File: config.mk
export PLATFORM = sky130hd
export DESIGN_NAME = dram_page_host
export DESIGN_NICKNAME = d
export VERILOG_FILES = /design/src/design/dram_host_pkg.sv /design/src/design/req_fifo.sv /design/src/design/dram_page_host.sv
export SDC_FILE = /design/constraint.sdc
export NUM_CORES = 1
export LEC_CHECK = 0
export BUFFER_PORTS_ARGS = -buffer_cell sky130_fd_sc_hd__buf_2
export CORE_ASPECT_RATIO = 0.75
export CORE_MARGIN = 10
export CORE_UTILIZATION = 50
export CTS_CLUSTER_DIAMETER = 200
export CTS_CLUSTER_SIZE = 24
export DETAILED_ROUTE_END_ITERATION = 8
export GPL_TIMING_DRIVEN = 0
export PLACE_DENSITY = 0.7
export SLEW_MARGIN = 10
export SYNTH_ARGS = -nofsm -noshare
export SYNTH_HDL_FRONTEND = slang
export SYNTH_HIERARCHICAL = 1
export SYNTH_SLANG_ARGS = --single-unit
File: constraint.sdc
create_clock -name sys_clk_in -period 7.3 [get_ports sys_clk_in]
set_clock_uncertainty 0.1 [all_clocks]
set_input_delay 1.46 -clock sys_clk_in [delete_from_list [all_inputs] [get_ports sys_clk_in]]
set_output_delay 1.46 -clock sys_clk_in [all_outputs]
set_load 0.01 [all_outputs]
File: src/design/dram_host_pkg.sv
package dram_host_pkg;

  // geometry of the memory and its multiplexed address
  localparam int ADDR_PINS  = 10;
  localparam int ROW_BITS   = 10;
  localparam int COL_BITS   = 10;
  localparam int DATA_BITS  = 16;
  localparam int LANE_BITS  = 8;
  localparam int PAGE_WORDS = 1024;
  localparam int FIFO_DEPTH = 16;

  // strobe timing, in ns, and derived clock counts at 25 MHz
  localparam int CLK_NS         = 40;
  localparam int T_ROW_SETUP_NS = 30;   // row addr to row strobe fall, setup only
  localparam int T_ROW_ACC_NS   = 60;   // row access time
  localparam int T_COL_ACC_NS   = 30;   // column/address access time
  localparam int T_PRECHG_NS    = 40;   // row strobe high time
  localparam int ROW_CYC   = (T_ROW_SETUP_NS + CLK_NS - 1) / CLK_NS;
  localparam int RACC_CYC  = (T_ROW_ACC_NS + CLK_NS - 1) / CLK_NS;
  localparam int CACC_CYC  = (T_COL_ACC_NS + CLK_NS - 1) / CLK_NS;
  localparam int PRE_CYC   = (T_PRECHG_NS + CLK_NS - 1) / CLK_NS;
  localparam int CNT_BITS  = 4;
  localparam int SYNC_CYC  = 3;   // pin sampler depth added to column access
  localparam int WE_LOW_CYC = 1;  // late write strobe low time, cycles

  // reset values of the pins
  localparam logic STROBE_IDLE = 1'b1;

  // read and write styles chosen by strobe order
  typedef enum logic [1:0] {
    OP_READ        = 2'h0,
    OP_EARLY_WRITE = 2'h1,
    OP_LATE_WRITE  = 2'h2,
    OP_RMW         = 2'h3
  } op_t;

  // one request entering the command fifo
  typedef struct packed {
    op_t                  op;
    logic [1:0]           lane_en;   // bit0 lower lane, bit1 upper lane
    logic [ROW_BITS-1:0]  row;
    logic [COL_BITS-1:0]  col;
    logic [DATA_BITS-1:0] wdata;
  } req_t;

  // strobe pins driven at the memory
  typedef struct packed {
    logic row_strobe_n;
    logic low_byte_col_strobe_n;
    logic high_byte_col_strobe_n;
    logic write_strobe_n;
    logic out_gate_n;
  } strobes_t;

  localparam int REQ_BITS = $bits(req_t);

endpackage : dram_host_pkg

File: src/design/req_fifo.sv
`timescale 1ns/1ns
// synchronous fifo with valid/ready on both sides
module req_fifo #(
  parameter int WIDTH = 8,
  parameter int DEPTH = 16
) (
  input  wire logic             clk_in,        // clock
  input  wire logic             reset_in,      // async reset, high
  input  wire logic             wr_valid_in,   // write side valid
  output logic                  wr_ready_out,  // not full, registered
  input  wire logic [WIDTH-1:0] wr_data_in,    // write data
  output logic                  rd_valid_out,  // not empty
  input  wire logic             rd_ready_in,   // read side accepts
  output logic      [WIDTH-1:0] rd_data_out    // head entry
);
  localparam int AW = $clog2(DEPTH);
  logic [WIDTH-1:0] mem [DEPTH];
  logic [AW-1:0]    wr_ptr;
  logic [AW-1:0]    rd_ptr;
  logic [AW:0]      count;
  logic [AW-1:0]    next_wr_ptr;
  logic [AW-1:0]    next_rd_ptr;
  logic [AW:0]      next_count;
  logic             push;
  logic             pop;
  logic             not_full;
  logic             next_not_full;

  // full flag registered so ready leaves straight from a flop
  assign wr_ready_out = not_full;
  assign rd_valid_out = (count != '0);
  assign rd_data_out  = mem[rd_ptr];
  assign push         = wr_valid_in & not_full;
  assign pop          = rd_valid_out & rd_ready_in;

  // next pointer values
  always_comb begin
    next_wr_ptr = push ? AW'(wr_ptr + 1'b1) : wr_ptr;
    next_rd_ptr = pop ? AW'(rd_ptr + 1'b1) : rd_ptr;
    next_count  = count;
    if (push && !pop) begin
      next_count = (AW+1)'(count + 1'b1);
    end else if (pop && !push) begin
      next_count = (AW+1)'(count - 1'b1);
    end
    next_not_full = (next_count != (AW+1)'(DEPTH));
  end

  // pointer registers
  always_ff @(posedge clk_in or posedge reset_in) begin
    if (reset_in) begin
      wr_ptr <= '0;
      rd_ptr <= '0;
      count  <= '0;
      not_full <= 1'b1;
    end else begin
      wr_ptr <= next_wr_ptr;
      rd_ptr <= next_rd_ptr;
      count  <= next_count;
      not_full <= next_not_full;
    end
  end

  // storage, no reset needed
  always_ff @(posedge clk_in) begin
    if (push) begin
      mem[wr_ptr] <= wr_data_in;
    end
  end
endmodule : req_fifo

File: src/design/dram_page_host.sv
`timescale 1ns/1ns
////////////////////////////////////////////////////////////////////////////////
// Function
// write strobe low writes, high reads
// device ignores data pins while reading
// three write styles chosen by strobe order
// data latched by later falling strobe
// early write: per-lane column strobes latch
// late write: write strobe latches data
// device outputs float until column strobe low
// read data keeps written polarity
// data valid row access after row fall
// late column: valid per-lane column access
// data valid address access after column
// late output gate: valid after gate access
// outputs float on four release events
// read data held until release or recolumn
// early write keeps device outputs floating
// hold row strobe low across page
// any of 1024 columns in open row
// page accesses any order, mixed kinds
// page data holds while column strobe high
// decode column strobes per selected device
// ten-bit row then column on ten pins
// flow-through address latches in device
// release data bus while reading
module dram_page_host (
  input  wire logic                                 sys_clk_in,     // 25 MHz clock
  input  wire logic                                 reset_in,       // async reset, high
  input  wire logic                                 req_valid_in,   // request offered
  output logic                                      req_ready_out,  // fifo has room
  input  wire dram_host_pkg::req_t                  req_in,         // request fields
  output logic                                      rsp_valid_out,  // read data pulse
  output logic      [dram_host_pkg::DATA_BITS-1:0]  rsp_data_out,   // read data
  output logic                                      busy_out,       // cycle in progress
  output logic      [dram_host_pkg::ADDR_PINS-1:0]  addr_out,       // multiplexed address
  output dram_host_pkg::strobes_t                   strobes_out,    // active-low strobes
  input  wire logic [dram_host_pkg::DATA_BITS-1:0]  dq_in,          // data pins in
  output logic      [dram_host_pkg::DATA_BITS-1:0]  dq_out,         // data pins out
  output logic      [1:0]                           dq_oe_out       // per-lane drive enable
);
  typedef enum logic [3:0] {
    ST_IDLE  = 4'h0,
    ST_ROW   = 4'h1,
    ST_RAS   = 4'h3,
    ST_COL   = 4'h2,
    ST_CAS   = 4'h6,
    ST_WAIT  = 4'h7,
    ST_WLATE = 4'h5,
    ST_END   = 4'h4,
    ST_PRE   = 4'hC
  } state_t;

  ////////////////////////////////////////////////////////////////////////////////
  logic                                 fifo_valid;
  logic                                 fifo_pop;
  dram_host_pkg::req_t                  head;
  logic [dram_host_pkg::REQ_BITS-1:0]   head_bits;
  state_t                               state, next_state;
  dram_host_pkg::req_t                  cur, next_cur;
  logic                                 row_open, next_row_open;
  logic [dram_host_pkg::CNT_BITS-1:0]   cnt, next_cnt;
  logic [dram_host_pkg::ADDR_PINS-1:0]  next_addr;
  dram_host_pkg::strobes_t              next_strobes;
  logic [dram_host_pkg::DATA_BITS-1:0]  next_dq;
  logic [1:0]                           next_oe;
  logic                                 next_rsp_valid;
  logic [dram_host_pkg::DATA_BITS-1:0]  next_rsp_data;
  logic [dram_host_pkg::DATA_BITS-1:0]  dq_s1, dq_s2, dq_s3;
  logic                                 is_read_phase;
  logic [dram_host_pkg::DATA_BITS-1:0]  dq_agreed;
  logic                                 next_busy;

  // requests queue ahead of the strobe engine
  req_fifo #(
    .WIDTH (dram_host_pkg::REQ_BITS),
    .DEPTH (dram_host_pkg::FIFO_DEPTH)
  ) u_fifo (
    .clk_in    (sys_clk_in),
    .reset_in  (reset_in),
    .wr_valid_in  (req_valid_in),
    .wr_ready_out (req_ready_out),
    .wr_data_in   (req_in),
    .rd_valid_out (fifo_valid),
    .rd_ready_in  (fifo_pop),
    .rd_data_out  (head_bits)
  );
  assign head     = dram_host_pkg::req_t'(head_bits);
  assign fifo_pop = fifo_valid && (state == ST_IDLE || state == ST_END)
                    && (!row_open || head.row == cur.row);

  ////////////////////////////////////////////////////////////////////////////////
  // three-stage pin sampler, a value counts once stages two and three agree
  always_ff @(posedge sys_clk_in or posedge reset_in) begin
    if (reset_in) begin
      dq_s1 <= '0;
      dq_s2 <= '0;
      dq_s3 <= '0;
      dq_agreed <= '0;
    end else begin
      dq_s1 <= dq_in;
      dq_s2 <= dq_s1;
      dq_s3 <= dq_s2;
      if (dq_s2 == dq_s3) begin
        dq_agreed <= dq_s3;
      end
    end
  end

  assign is_read_phase = (cur.op == dram_host_pkg::OP_READ) || (cur.op == dram_host_pkg::OP_RMW);

  ////////////////////////////////////////////////////////////////////////////////
  // strobe sequencer next state
  always_comb begin
    next_state     = state;
    next_cur       = cur;
    next_row_open  = row_open;
    next_cnt       = (cnt != '0) ? dram_host_pkg::CNT_BITS'(cnt - 1'b1) : cnt;
    next_addr      = addr_out;
    next_strobes   = strobes_out;
    next_dq        = dq_out;
    next_oe        = dq_oe_out;
    next_rsp_valid = 1'b0;
    next_rsp_data  = rsp_data_out;
    case (state)
      ST_IDLE, ST_END: begin
        if (fifo_pop) begin
          next_cur = head;
          // early write drives data before the column strobes
          next_dq  = head.wdata;
          next_oe  = (head.op == dram_host_pkg::OP_EARLY_WRITE) ? head.lane_en : 2'h0;
          next_strobes.out_gate_n = 1'b1;
          next_strobes.write_strobe_n = (head.op != dram_host_pkg::OP_EARLY_WRITE);
          if (row_open) begin
            next_addr  = head.col;
            next_state = ST_COL;
          end else begin
            next_addr  = head.row;
            next_cnt   = dram_host_pkg::CNT_BITS'(dram_host_pkg::ROW_CYC);
            next_state = ST_ROW;
          end
        end else if (row_open) begin
          // close the page when no same-row work waits
          next_strobes.row_strobe_n = 1'b1;
          next_strobes.out_gate_n   = 1'b1;
          next_strobes.write_strobe_n = 1'b1;
          next_oe       = 2'h0;
          next_row_open = 1'b0;
          next_cnt      = dram_host_pkg::CNT_BITS'(dram_host_pkg::PRE_CYC);
          next_state    = ST_PRE;
        end else begin
          next_state = ST_IDLE;
        end
      end
      ST_ROW: begin
        if (cnt == '0) begin
          next_strobes.row_strobe_n = 1'b0;
          next_row_open = 1'b1;
          next_cnt      = dram_host_pkg::CNT_BITS'(dram_host_pkg::RACC_CYC);
          next_state    = ST_RAS;
        end
      end
      ST_RAS: begin
        next_addr  = cur.col;
        next_state = ST_COL;
      end
      ST_COL: begin
        // decoded per lane so unselected lanes stay idle
        next_strobes.low_byte_col_strobe_n  = ~cur.lane_en[0];
        next_strobes.high_byte_col_strobe_n = ~cur.lane_en[1];
        next_strobes.out_gate_n = ~is_read_phase;
        next_cnt   = dram_host_pkg::CNT_BITS'(dram_host_pkg::CACC_CYC + dram_host_pkg::SYNC_CYC);
        next_state = ST_CAS;
      end
      ST_CAS: begin
        if (cnt == '0) begin
          next_state = ST_WAIT;
        end
      end
      ST_WAIT: begin
        if (is_read_phase) begin
          // sampled after column access plus sampler delay
          next_rsp_valid = 1'b1;
          next_rsp_data  = dq_agreed;
        end
        if (cur.op == dram_host_pkg::OP_LATE_WRITE || cur.op == dram_host_pkg::OP_RMW) begin
          next_strobes.out_gate_n = 1'b1;
          next_oe    = cur.lane_en;
          next_dq    = cur.wdata;
          next_cnt   = dram_host_pkg::CNT_BITS'(dram_host_pkg::WE_LOW_CYC);
          next_state = ST_WLATE;
        end else begin
          next_strobes.low_byte_col_strobe_n  = 1'b1;
          next_strobes.high_byte_col_strobe_n = 1'b1;
          next_strobes.write_strobe_n = 1'b1;
          next_oe    = 2'h0;
          next_state = ST_END;
        end
      end
      ST_WLATE: begin
        // write strobe falls after the column strobes, latching data
        if (cnt == '0) begin
          next_state = ST_END;
          next_strobes.low_byte_col_strobe_n  = 1'b1;
          next_strobes.high_byte_col_strobe_n = 1'b1;
          next_strobes.write_strobe_n = 1'b1;
          next_oe = 2'h0;
        end else begin
          next_strobes.write_strobe_n = 1'b0;
        end
      end
      ST_PRE: begin
        if (cnt == '0) begin
          next_state = ST_IDLE;
        end
      end
      default: begin
        next_state = ST_IDLE;
      end
    endcase
    next_busy = (next_state != ST_IDLE);
  end

  // sequencer registers
  always_ff @(posedge sys_clk_in or posedge reset_in) begin
    if (reset_in) begin
      state         <= ST_IDLE;
      cur           <= '0;
      row_open      <= 1'b0;
      cnt           <= '0;
      addr_out      <= '0;
      strobes_out   <= '1;
      dq_out        <= '0;
      dq_oe_out     <= 2'h0;
      rsp_valid_out <= 1'b0;
      rsp_data_out  <= '0;
      busy_out      <= 1'b0;
    end else begin
      state         <= next_state;
      cur           <= next_cur;
      row_open      <= next_row_open;
      cnt           <= next_cnt;
      addr_out      <= next_addr;
      strobes_out   <= next_strobes;
      dq_out        <= next_dq;
      dq_oe_out     <= next_oe;
      rsp_valid_out <= next_rsp_valid;
      rsp_data_out  <= next_rsp_data;
      busy_out      <= next_busy;
    end
  end
endmodule : dram_page_host

# == Word level (Yosys, flattened, before mapping) ==
# Memories as Yosys holds them, arrays and structs flattened.
# Cells that the tools add are included.
# op_classes
n_div,0
add_sub_neg,5
shifts,0
muxes,50
n_mul,0
n_lt_le_gt_ge,0
n_bitwise,5
n_reduce_logical,34
eq_ne,23
# ops
op,count
2-to-1 mux 4 bit,12
2-to-1 mux 16 bit,2
one-hot mux 16 bit (2 select lines),1
one-hot mux 4 bit (8 select lines),1
2-to-1 mux 10 bit,2
one-hot mux 10 bit (2 select lines),1
2-to-1 mux 2 bit,9
AND reduction 3 bit,6
== test 16 bit,1
== test 4 x 3 -> 1 bit (second input constant),4
one-hot mux 4 bit (4 select lines),1
2-to-1 mux 1 bit,12
inequality test 2 bit (second input constant),6
one-hot mux 2 bit (3 select lines),2
== test 10 bit,1
2-to-1 mux 5 bit,2
nonzero test 3 bit,3
adder 4 x 1 -> 4 bit (second input constant),2
== test 4 x 2 -> 1 bit (second input constant),2
zero test 4 bit,2
nonzero test 4 bit,2
one-hot mux 1 bit (3 select lines),2
AND reduction 2 bit,3
nonzero test 2 bit,3
21 further kinds,35
# word_totals
latchBits,0
mem_bits_ro,0
ff_bits,178
inputBits,59
mem_bits_rw,640
word_cells,145
mem_count,1
# mem_list
name,depth,word_bits,read_ports,rd_clocked_by_memory_dff,write_ports,line,text
u_fifo.mem,16,40,1,0,1,req_fifo.sv:17,logic [WIDTH-1:0] mem [DEPTH];

# == Longest topological paths before layout ==
# Gate-level depths: netlist of run 1.
# depth
word_depth,9
ltp_mapped,16

# == Hierarchy ==
# The synthesis of run 1 kept the hierarchy.
# modules_own_cells
mod,n_inst,cells_each,area_each_um2
req_fifo,1,979,24776.3
dram_page_host,1,515,6657.6

# == Least setup slack after synthesis of run 1 ==
# OpenSTA, ideal clock, no wires.
# synth_path
path_kind,input to register
start,input port req_valid_in
end,"memory u_fifo/mem[3][0] (netlist bit), enable pin"
t_required_ps,6713
cell_stages,4
n_path_buf,1
arrival_ps,4918
setup_time_ps,487
setup_slack_ps,1796
cell_sequence,and2_1 -> buf_1 -> nand2_1 -> nor3_1
# synth_via
elab_chain_len,3
# synth_lines
element,line,text
from (decl),dram_page_host.sv:30,"input wire logic req_valid_in,"
bitwise AND 1 bit,req_fifo.sv:33,assign push = wr_valid_in & not_full;
2-to-1 mux 1 bit,req_fifo.sv:66,if (push) begin
2-to-1 mux 1 bit (implied by the code),req_fifo.sv:67,mem[wr_ptr] <= wr_data_in;
to (decl),req_fifo.sv:17,
# Every way passes these cells.

==> summary.md, run 1 <==
| Metric | Value |
|---|---|
| Status | `completed` |
| Crit-path cells | `clkbuf_1, clkbuf_1, clkbuf_1, mux4_2, mux4_2, xnor2_1, nand4_1, nor3_2, nor2_2, buf_2, inv_1, clkbuf_1, nand3_1, o41ai_1, xor2_1, or4b_1` |
| Finished Layout Cells | `roughly 2500` |
| R2R depth | `16` |
| Final setup vio count | `0` |
| Sequential element share of the synthesized area | `0.753` |
| Total GRT Usage | `0.196` |
| Die H | `around 240 µm` |
| Dpl ws | `between 1 and 1.5 ns` |
| Main combinational cell family by area after synthesis | `multiplexers` |
| Top FF cell, synth | `edfxtp_1` |
| Async S/R FF share, synth | `0.218` |
| Port Buffer Count | `110` |
| CP startpoint kind | `flip-flop` |
| Slew Limit Fails | `0` |
| Mux contribution to synthesized area | `0.179` |
| Pwr/cell area | `379 mW/mm²` |
| Critical R2R Capture | `u_fifo/wr_ready_out$_DFF_PP1_` |
| Area delta synth->final | `11.5%` |
| Setup crit start | `u_fifo/rd_ptr[1]$_DFFE_PP0P_` |
| Simple-Gate Fraction of Synth Area | `0.0260` |
| Io pins | `~110` |
| Vias in the first global route | `roughly 16000` |
| 1st-iter DRT viols | `1705` |
| RePlAce Congestion | `roughly 0.85` |
| Max-cap violations | `0` |
| Final min period | `between 6 and 7 ns` |
| Yosys reg bits | `818` |
| Die width | `just over 300 µm` |
| Final Hold Viols | `0` |
| Worst setup margin | `between 0.9 and 1 ns` |
| Layout cells sized above 1 | `0.310` |
| Core Area | `roughly 0.062 mm²` |
| Worst path max stage delay | `between 0.7 and 0.8 ns` |
| Hold_buf cts | `0` |
| Slew margin rel. | `0.240` |
| Max Root-Sink Buffers | `3` |
| Pre-antenna DRT Iters | `5` |
| Clock buffer count from CTS | `40` |
| Hold WC Path Type | `flip-flop to flip-flop` |
| Clk sink count | `818` |
| PostCTS Resize Cnt | `0` |
| Worst VDD drop | `between 0.15 and 0.2 mV` |
| Final wirelength | `71300 µm` |
| Syn Nets | `about 1600` |
| Commonest non-fill, non-tap cells in the layout | `edfxtp_1 (640), mux4_2 (200), dfrtp_1 (172)` |
| Post-Synth Adder-Cell Area | `0.00438` |
| Slowest CP cell | `clkbuf_1` |
| Setup crit end | `u_fifo/wr_ready_out$_DFF_PP1_` |
| Complex-gate fraction of the synthesized area | `0.0147` |
| Cells after Synth | `1494` |
| CTS tree | `done` |
| # H-tree levels | `2` |
| Post-Synth XOR/XNOR Area | `0.0100` |
| CTS root buf | `clkbuf_16` |
| Worst EP required | `roughly 7.7 ns` |
| CP arrival | `6.75 ns` |
| Initial antenna violation count | `5` |
| Vias/cell | `6.11` |
| Commonest non-fill, non-tap cell in the layout | `edfxtp_1` |
| Worst-path clk slew | `approximately 0.11 ns` |
| HPWL Detailed | `~47000 µm` |
| WL/cell | `28.1 µm` |
| First-pass GRT wire length | `around 110000 µm` |
| Synthesized area per cell | `approximately 21 µm²` |
| Hold path cells | `0` |
| Fmax | `158 MHz` |
| Placed cells | `approximately 2500` |
| Slew @ Worst Pin | `between 1 and 1.5 ns` |
| # DRC | `0` |
| Grt ovf | `0` |
| Kind of critical path | `flip-flop to flip-flop` |
| Fin crit share | `0.867` |
| Number of setup buffers added after CTS | `0` |
| Post-synthesis cell type count | `57` |
| Cell area after synthesis | `between 0.03 and 0.04 mm²` |
| Yosys warns | `6` |
| R2R Path Start | `u_fifo/rd_ptr[1]$_DFFE_PP0P_` |
| Unrepaired setup endpoints after global routing | `no` |
| EDFF count, synth | `between 600 and 700` |
| R2R Setup Slk | `just under 1 ns` |
| Total Nets Final | `about 1800` |
| Starting Density | `0.506` |
| Die Footprint | `0.0734 mm²` |
| Vias | `~15000` |
| Most frequent CP cell | `clkbuf_1` |
| Worst Path Max Fanout | `10` |
| Leakage power | `between 0.01 and 0.015 µW` |
| Pin count of the biggest net entering global routing | `between 100 and 150` |
| Later-pin clock latency in the skew report | `about 0.60 ns` |
| Fill cells | `between 4000 and 5000` |
| CP endpoint kind | `flip-flop` |
| Row count | `79` |
| Antenna-violating nets left | `0` |
==> where the power goes <==
group,switching [µW],total [µW],internal (µW)
Sequential,254,5940,5690
Clock,1410,2510,1100
Combinational,2680,4820,2140
Total,4350,13300,8930
==> sequential cells by signal (all words and copies together) (netlist names), 2 cells and up <==
register       cells
addr_out          10
cnt                4
cur               40
dq_agreed         16
dq_oe_out          2
dq_out            16
dq_s1             16
dq_s2             16
dq_s3             16
rsp_data_out      16
state              4
strobes_out        5
u_fifo/count       5
u_fifo/mem       640
u_fifo/rd_ptr      4
u_fifo/wr_ptr      4
==> final cells by class <==
type	count	area [µm²]	share of cell area
antenna	1	2.50	0.0000714
sequential	818	23700	0.676
timing repair buffer	156	1270	0.0362
inverter	20	82.6	0.00236
clock inverter	2	46.3	0.00132
tap	810	1010	0.0289
clock buffer	72	1160	0.0332
buffer	74	328	0.00935
multi-input combinational	582	7460	0.213
==> logic make-up after synthesis <==
family,after synthesis
DFF,818
AOI/OAI and AO/OA,67
buffers and inverters,94
adders and majority gates,11
xor gates and xnor gates,36
muxes,300
and+or+nand+nor,168
==> critical path, delay by kind of cell (launching register included) <==
family / cells / cell delay [ns]
AO/OA/AOI/OAI: 1 / 0.36
XOR/XNOR: 2 / 0.33
buffers and inverters: 6 / 2.57
flip-flops: 1 / 0.38
multiplexers: 2 / 1.06
AND/OR/NAND/NOR: 5 / 1.43
==> stage by stage <==
stage,hold slack (ns),util,area [µm²],setup TNS [ns],total power [µW]
final,0.251,0.564,35000,0,13300
after global routing,0.263,0.564,35000,0,13900
after CTS,0.258,0.563,35000,0,13300
after detailed placement,0.236,0.544,33800,0,10900
after global placement,0.232,0.531,33000,-422.53,10600
after floorplan,0.231,-,31400,0,9160
==> cell usage after synthesis, types with 2 or more instances <==
| library cell | count | area [µm²] |
|---|---|---|
| edfxtp_1 | 640 | 19200 |
| mux4_2 | 200 | 4500 |
| dfrtp_1 | 172 | 4300 |
| mux2_2 | 80 | 901 |
| nand2_1 | 74 | 278 |
| clkbuf_1 | 41 | 154 |
| nor2_1 | 27 | 101 |
| buf_2 | 21 | 105 |
| inv_1 | 19 | 71.3 |
| xnor2_1 | 18 | 158 |
| xor2_1 | 18 | 158 |
| nand3_1 | 16 | 80.1 |
| a21oi_1 | 13 | 65.1 |
| ha_1 | 11 | 138 |
| nor3_1 | 11 | 55.1 |
| o211ai_1 | 11 | 82.6 |
| o21ai_0 | 11 | 55.1 |
| a22oi_1 | 10 | 75.1 |
| buf_1 | 10 | 37.5 |
| mux2_1 | 10 | 113 |
| mux2i_1 | 10 | 100 |
| dfstp_2 | 6 | 158 |
| nand4_1 | 5 | 31.3 |
| nor4_1 | 5 | 31.3 |
| a211oi_1 | 4 | 30.0 |
| nand2b_1 | 4 | 25.0 |
| and3_1 | 3 | 18.8 |
| nor2b_1 | 3 | 18.8 |
| nor3b_1 | 3 | 22.5 |
| a31oi_1 | 2 | 12.5 |
| and2_1 | 2 | 12.5 |
| nand2_2 | 2 | 12.5 |
| o21a_1 | 2 | 15.0 |
| o221ai_1 | 2 | 17.5 |
| o22ai_1 | 2 | 12.5 |
| o31ai_1 | 2 | 15.0 |
| o41ai_1 | 2 | 17.5 |
| or4_1 | 2 | 15.0 |
| or4b_1 | 2 | 20.0 |
==> worst min-delay path by stage <==
| stage | from | endpoint | slack, ns |
|---|---|---|---|
| global placement | dq_s1[3]$_DFF_PP0_ | dq_s2[3]$_DFF_PP0_ | 0.23 |
| global route | dq_s1[11]$_DFF_PP0_ | dq_s2[11]$_DFF_PP0_ | 0.26 |
| CTS | dq_s1[11]$_DFF_PP0_ | dq_s2[11]$_DFF_PP0_ | 0.26 |
| floorplan | dq_s1[0]$_DFF_PP0_ | dq_s2[0]$_DFF_PP0_ | 0.23 |
| finish | dq_s1[3]$_DFF_PP0_ | dq_s2[3]$_DFF_PP0_ | 0.25 |
| detailed placement | dq_s1[7]$_DFF_PP0_ | dq_s2[7]$_DFF_PP0_ | 0.24 |
==> per-layer routing <==
| metal | vias up | part of all wire | global-route usage |
|---|---|---|---|
| met3 | 93 | 0.11 | 0.0544 |
| met4 | 6 | 0.019 | 0.0398 |
| li1 | 6426 | - | - |
| met2 | 679 | 0.46 | 0.301 |
| met5 | - | 0.00041 | 0 |
| met1 | 8273 | 0.41 | 0.281 |
(Power assumes the default switching activity.)
==> run 2, diff against run 1 <==
Clock period 7.3 ns to 6.41 ns, I/O delays scaled along.
==> summary.md, run 2 (synthesis gave the netlist of run 1 again) <==
| Metric | Value |
|---|---|
| Status | `completed` |
| Unrepaired setup endpoints after global routing | `no` |
| Area delta synth->final | `11.5%` |
| Die width | `between 300 and 400 µm` |
| Slew margin rel. | `0.226` |
| Layout cells sized above 1 | `0.315` |
| Final setup vio count | `0` |
| R2R Setup Slk | `0.39 ns` |
| CP endpoint kind | `flip-flop` |
| CTS tree | `done` |
| Pwr/cell area | `roughly 430 mW/mm²` |
| Worst EP required | `between 6 and 7 ns` |
| Pre-antenna DRT Iters | `5` |
| Worst VDD drop | `approximately 0.23 mV` |
| Vias | `about 15000` |
| Clk sink count | `818` |
| CTS root buf | `clkbuf_16` |
| Clock power share | `0.189` |
| P_int | `between 10000 and 15000 µW` |
| Commonest non-fill, non-tap cells in the layout | `edfxtp_1 (640), mux4_2 (200), dfrtp_1 (172)` |
| Hold_buf cts | `0` |
| Antenna-violating nets left | `0` |
| Io pins | `111` |
| HPWL Detailed | `about 47000 µm` |
| Clock buffer count from CTS | `40` |
| RePlAce Congestion | `around 0.85` |
| 1st-iter DRT viols | `1718` |
| Slew @ Worst Pin | `1.16 ns` |
| CP startpoint kind | `flip-flop` |
| Worst Path Max Fanout | `10` |
| Worst hold start | `dq_s1[3]$_DFF_PP0_` |
| Final min period | `between 6 and 7 ns` |
| Kind of critical path | `flip-flop to flip-flop` |
| Total GRT Usage | `0.196` |
| Critical R2R Capture | `u_fifo/wr_ready_out$_DFF_PP1_` |
| R2R Path Start | `u_fifo/rd_ptr[0]$_DFFE_PP0P_` |
| Net Switching | `around 4900 µW` |
| Dpl ws | `between 0.15 and 0.2 ns` |
| Top flop regs | `u_fifo/mem (640), cur (40)` |
| # H-tree levels | `2` |
| Initial antenna violation count | `5` |
| Worst-path clk slew | `approximately 0.10 ns` |
| Max FFs per register | `640` |
| Row count | `79` |
| WL/cell | `approximately 28 µm` |
| Die Footprint | `between 0.07 and 0.08 mm²` |
| Pin count of the biggest net entering global routing | `118` |
| Slew Limit Fails | `0` |
| Hold path cells | `0` |
| Starting Density | `0.506` |
| Hold endpoint | `dq_s2[3]$_DFF_PP0_` |
| Max-cap violations | `0` |
| Final wirelength | `71400 µm` |
| Sequential share of power | `0.448` |
| Fmax | `166 MHz` |
| Final Hold Viols | `0` |
| # DRC | `0` |
| Port Buffer Count | `110` |
| Total power | `approximately 15000 µW` |
| Fin crit share | `0.939` |
| Number of setup buffers added after CTS | `0` |
| Die H | `roughly 240 µm` |
| Vias/cell | `~6` |
| Sw Share | `0.327` |
| Vias in the first global route | `around 16000` |
| Grt ovf | `0` |
| Later-pin clock latency in the skew report | `0.60 ns` |
| Setup_tns | `0 ns` |
| Core Area | `just over 0.06 mm²` |
| R2R depth | `16` |
| Total Nets Final | `1762` |
| Hold WC Path Type | `flip-flop to flip-flop` |
| Combinational share of power | `0.363` |
| Worst setup margin | `0.394 ns` |
| Largest Register | `u_fifo/mem` |
| First-pass GRT wire length | `106000 µm` |
| CP arrival | `6.44 ns` |
| Final core utilization | `0.564` |
| Leakage power | `0.0120 µW` |
| Commonest non-fill, non-tap cell in the layout | `edfxtp_1` |
| Max Root-Sink Buffers | `3` |
[run 2: changes by cell type in the layout (fill, tap and decap cells not counted)]
cell	before	now
clkbuf_1	71	66
clkbuf_2	0	8
buf_1	10	7
[run 2: power groups by stage]
stage,Clock (µW),Sequential (µW),Combinational [µW]
CTS,2950,6760,5490
global route,3130,6830,5890
floorplan,0,6860,3580
global placement,0,6910,5190
finish,2860,6770,5490
detailed placement,0,6880,5480
[run 2: layout make-up]
class | instances | area [µm²]
fill | 4560 | 27100
clock buffer | 72 | 1160
sequential | 818 | 23700
multi-input combinational | 582 | 7460
tap | 810 | 1010
timing repair buffer | 156 | 1270
antenna | 1 | 2.50
inverter | 20 | 82.6
buffer | 74 | 338
clock inverter | 2 | 46.3
[run 2: per-stage QoR]
stage	instances	hold slack (ns)	cell area, µm²
after floorplan	1494	0.231	31400
after global placement	2414	0.232	33000
after detailed placement	2459	0.236	33800
after CTS	2533	0.258	35000
after global routing	2534	0.263	35100
final	2535	0.253	35100
[run 2: per-layer routing]
metal	part of all wire	wire, µm	GRT usage
met1	0.42	29700	0.281
met2	0.47	33300	0.301
met3	0.10	7160	0.0544
met4	0.018	1270	0.0398
met5	0.00041	29	0
[run 2: worst max path at each step]
stage | startpoint | endpoint | slack (ns) | cells past startpoint
final | u_fifo/rd_ptr[0]$_DFFE_PP0P_ | u_fifo/wr_ready_out$_DFF_PP1_ | 0.39 | 16
after CTS | u_fifo/rd_ptr[1]$_DFFE_PP0P_ | u_fifo/wr_ready_out$_DFF_PP1_ | 0.14 | 16
after global placement | req_valid_in | u_fifo/mem[3][1]$_DFFE_PP_ | -2.83 | 5
after floorplan | reset_in | addr_out[0]$_DFFE_PP0P_ | 0.60 | 1
after global routing | u_fifo/rd_ptr[0]$_DFFE_PP0P_ | u_fifo/wr_ready_out$_DFF_PP1_ | 0.003 | 16
after detailed placement | u_fifo/rd_ptr[1]$_DFFE_PP0P_ | u_fifo/wr_ready_out$_DFF_PP1_ | 0.16 | 16
[run 2: timing repair]
action / CTS / global route
setup endpoints to repair: 0 / 1
hold endpoints to repair: 0 / 0
resized for setup: 0 / 18
[run 2: critical path, stage by stage (launching register included)]
cell	delay [ns]
dfrtp_1	0.37
clkbuf_1	0.46
clkbuf_2	0.38
buf_2	0.47
mux4_2	0.57
mux4_2	0.64
xnor2_1	0.20
nand4_1	0.20
nor3_2	0.36
nor2_2	0.16
buf_2	0.30
inv_1	0.10
clkbuf_1	0.41
nand3_1	0.18
o41ai_1	0.35
xor2_1	0.13
or4b_1	0.53
==> run 3, diff against run 2 <==
--- a/config.mk
+++ b/config.mk
@@ -15,5 +15,5 @@
 export GPL_TIMING_DRIVEN = 0
 export PLACE_DENSITY = 0.7
-export SLEW_MARGIN = 10
+export SLEW_MARGIN = 20
 export SYNTH_ARGS = -nofsm -noshare
 export SYNTH_HDL_FRONTEND = slang
==> constraint.sdc (replaced) <==
create_clock -name sys_clk_in -period 6.41 [get_ports sys_clk_in]
set_clock_uncertainty 0.1 [all_clocks]
set_input_delay 1.923 -clock sys_clk_in [delete_from_list [all_inputs] [get_ports sys_clk_in]]
set_output_delay 1.923 -clock sys_clk_in [all_outputs]
set_load 0.01 [all_outputs]
==> summary.md, run 3 (synthesis gave the netlist of run 1 again) <==
| Metric | Value |
|---|---|
| Status | `completed` |
| Unrepaired setup endpoints after global routing | `no` |
| Pre-antenna DRT Iters | `5` |
| Commonest non-fill, non-tap cells in the layout | `edfxtp_1 (640), mux4_2 (200), dfrtp_1 (172)` |
| Final Hold Viols | `0` |
| First-pass GRT wire length | `105000 µm` |
| Layout cells sized above 1 | `0.321` |
| Slew Limit Fails | `0` |
| Worst Path Max Fanout | `10` |
| Cell area after layout | `around 0.035 mm²` |
| Setup crit end | `u_fifo/wr_ready_out$_DFF_PP1_` |
| R2R depth | `16` |
| # DRC | `0` |
| CP startpoint kind | `flip-flop` |
| Top flop regs | `u_fifo/mem (640), cur (40)` |
| Pin count of the biggest net entering global routing | `39` |
| Final wirelength | `70100 µm` |
| Io pins | `111` |
| PostCTS Resize Cnt | `0` |
| Vias in the first global route | `15600` |
| Pwr/cell area | `about 430 mW/mm²` |
| Hold WC Path Type | `flip-flop to flip-flop` |
| Hold_buf cts | `0` |
| CP endpoint kind | `flip-flop` |
| Commonest non-fill, non-tap cell in the layout | `edfxtp_1` |
| Max FFs per register | `640` |
| CTS tree | `done` |
| WL/cell | `between 20 and 30 µm` |
| Worst EP required | `a little under 7 ns` |
| Worst-path clk slew | `~0.11 ns` |
| Max-cap violations | `0` |
| Slew margin rel. | `0.332` |
| Fin crit share | `0.953` |
| Die Footprint | `0.0734 mm²` |
| Grt ovf | `0` |
| Vias/cell | `~6` |
| Antenna-violating nets left | `0` |
| CTS root buf | `clkbuf_16` |
| Largest Register | `u_fifo/mem` |
| Clock buffer count from CTS | `40` |
| Final setup vio count | `0` |
| Clk sink count | `~800` |
| # H-tree levels | `2` |
| Starting Density | `0.506` |
| Area delta synth->final | `11.9%` |
| Die width | `310 µm` |
| Initial antenna violation count | `5` |
| Fill cells | `roughly 4600` |
| R2R Setup Slk | `slightly above 0.3 ns` |
| Worst VDD drop | `around 0.26 mV` |
| CP arrival | `around 6.5 ns` |
| 1st-iter DRT viols | `1784` |
| Final min period | `6.11 ns` |
| Setup crit start | `u_fifo/rd_ptr[1]$_DFFE_PP0P_` |
| Placed cell areas | `around 0.034 mm²` |
| Critical R2R Capture | `u_fifo/wr_ready_out$_DFF_PP1_` |
| Vias | `about 15000` |
| Row count | `79` |
| Fmax | `~160 MHz` |
| Core Area | `0.0622 mm²` |
| Die H | `between 200 and 250 µm` |
| Max Root-Sink Buffers | `3` |
| Total Nets Final | `between 1500 and 2000` |
| RePlAce Congestion | `about 0.84` |
| Finished Layout Cells | `approximately 2500` |
| Port Buffer Count | `between 100 and 150` |
| HPWL Detailed | `roughly 48000 µm` |
| Later-pin clock latency in the skew report | `a little under 0.6 ns` |
| R2R Path Start | `u_fifo/rd_ptr[1]$_DFFE_PP0P_` |
| Placed cells | `approximately 2500` |
| Number of setup buffers added after CTS | `0` |
| Total GRT Usage | `0.193` |
| Kind of critical path | `flip-flop to flip-flop` |
| Leakage power | `0.0121 µW` |
| Slew @ Worst Pin | `1.00 ns` |
[run 3: routing by layer]
metal  global-route usage  vias up  wire, µm
li1                     -     6421         -
met1                0.275     8118     28900
met2                0.304      632     33400
met3               0.0466       86      6610
met4               0.0382        2      1170
met5                    0        -        13
[run 3: where the power goes]
| part | switching (µW) | internal, µW |
|---|---|---|
| clock network | 1590 | 1240 |
| registers | 289 | 6480 |
| logic | 3020 | 2450 |
| total | 4900 | 10200 |
[run 3: worst min path at each step]
stage,from,slack [ns],cells past startpoint,end
floorplan,dq_s1[0]$_DFF_PP0_,0.23,0,dq_s2[0]$_DFF_PP0_
global placement,dq_s1[15]$_DFF_PP0_,0.23,0,dq_s2[15]$_DFF_PP0_
detailed placement,dq_s1[14]$_DFF_PP0_,0.23,0,dq_s2[14]$_DFF_PP0_
CTS,dq_s1[14]$_DFF_PP0_,0.26,0,dq_s2[14]$_DFF_PP0_
global route,dq_s1[11]$_DFF_PP0_,0.26,0,dq_s2[11]$_DFF_PP0_
finish,dq_s1[11]$_DFF_PP0_,0.26,0,dq_s2[11]$_DFF_PP0_
[run 3: final cells by class]
type / count / area, µm² / share of cell area
flip-flops and latches: 818 / 23700 / 0.673
multi-input cells: 582 / 7460 / 0.212
repair buffers: 163 / 1420 / 0.0405
clock buffers: 64 / 1130 / 0.0322
well taps: 810 / 1010 / 0.0288
plain buffers: 74 / 342 / 0.00971
inverters: 20 / 78.8 / 0.00224
clock inverters: 2 / 46.3 / 0.00132
diodes: 3 / 7.51 / 0.000213
[run 3: per-stage QoR]
step	setup slack (ns)	power, µW	hold WS [ns]	utilization	setup TNS (ns)
finish	0.302	15100	0.256	0.566	0
floorplan	0.443	10400	0.231	-	0
CTS	0.233	15200	0.256	0.566	0
global placement	-3.14	12100	0.233	0.531	-907.11
detailed placement	0.233	12400	0.235	0.547	0
global route	0.000466	15800	0.263	0.566	0
[run 3: critical path, stage by stage (launching register included)]
cell	delay, ns
dfrtp_1	0.37
clkbuf_1	0.45
clkbuf_1	0.53
clkbuf_1	0.73
mux4_2	0.41
mux4_2	0.59
xnor2_1	0.19
nand4_1	0.13
nor3_2	0.09
nor2_2	0.32
buf_2	0.45
inv_1	0.08
clkbuf_1	0.27
or4_1	0.56
o41ai_1	0.09
xor2_1	0.13
or4b_1	0.54
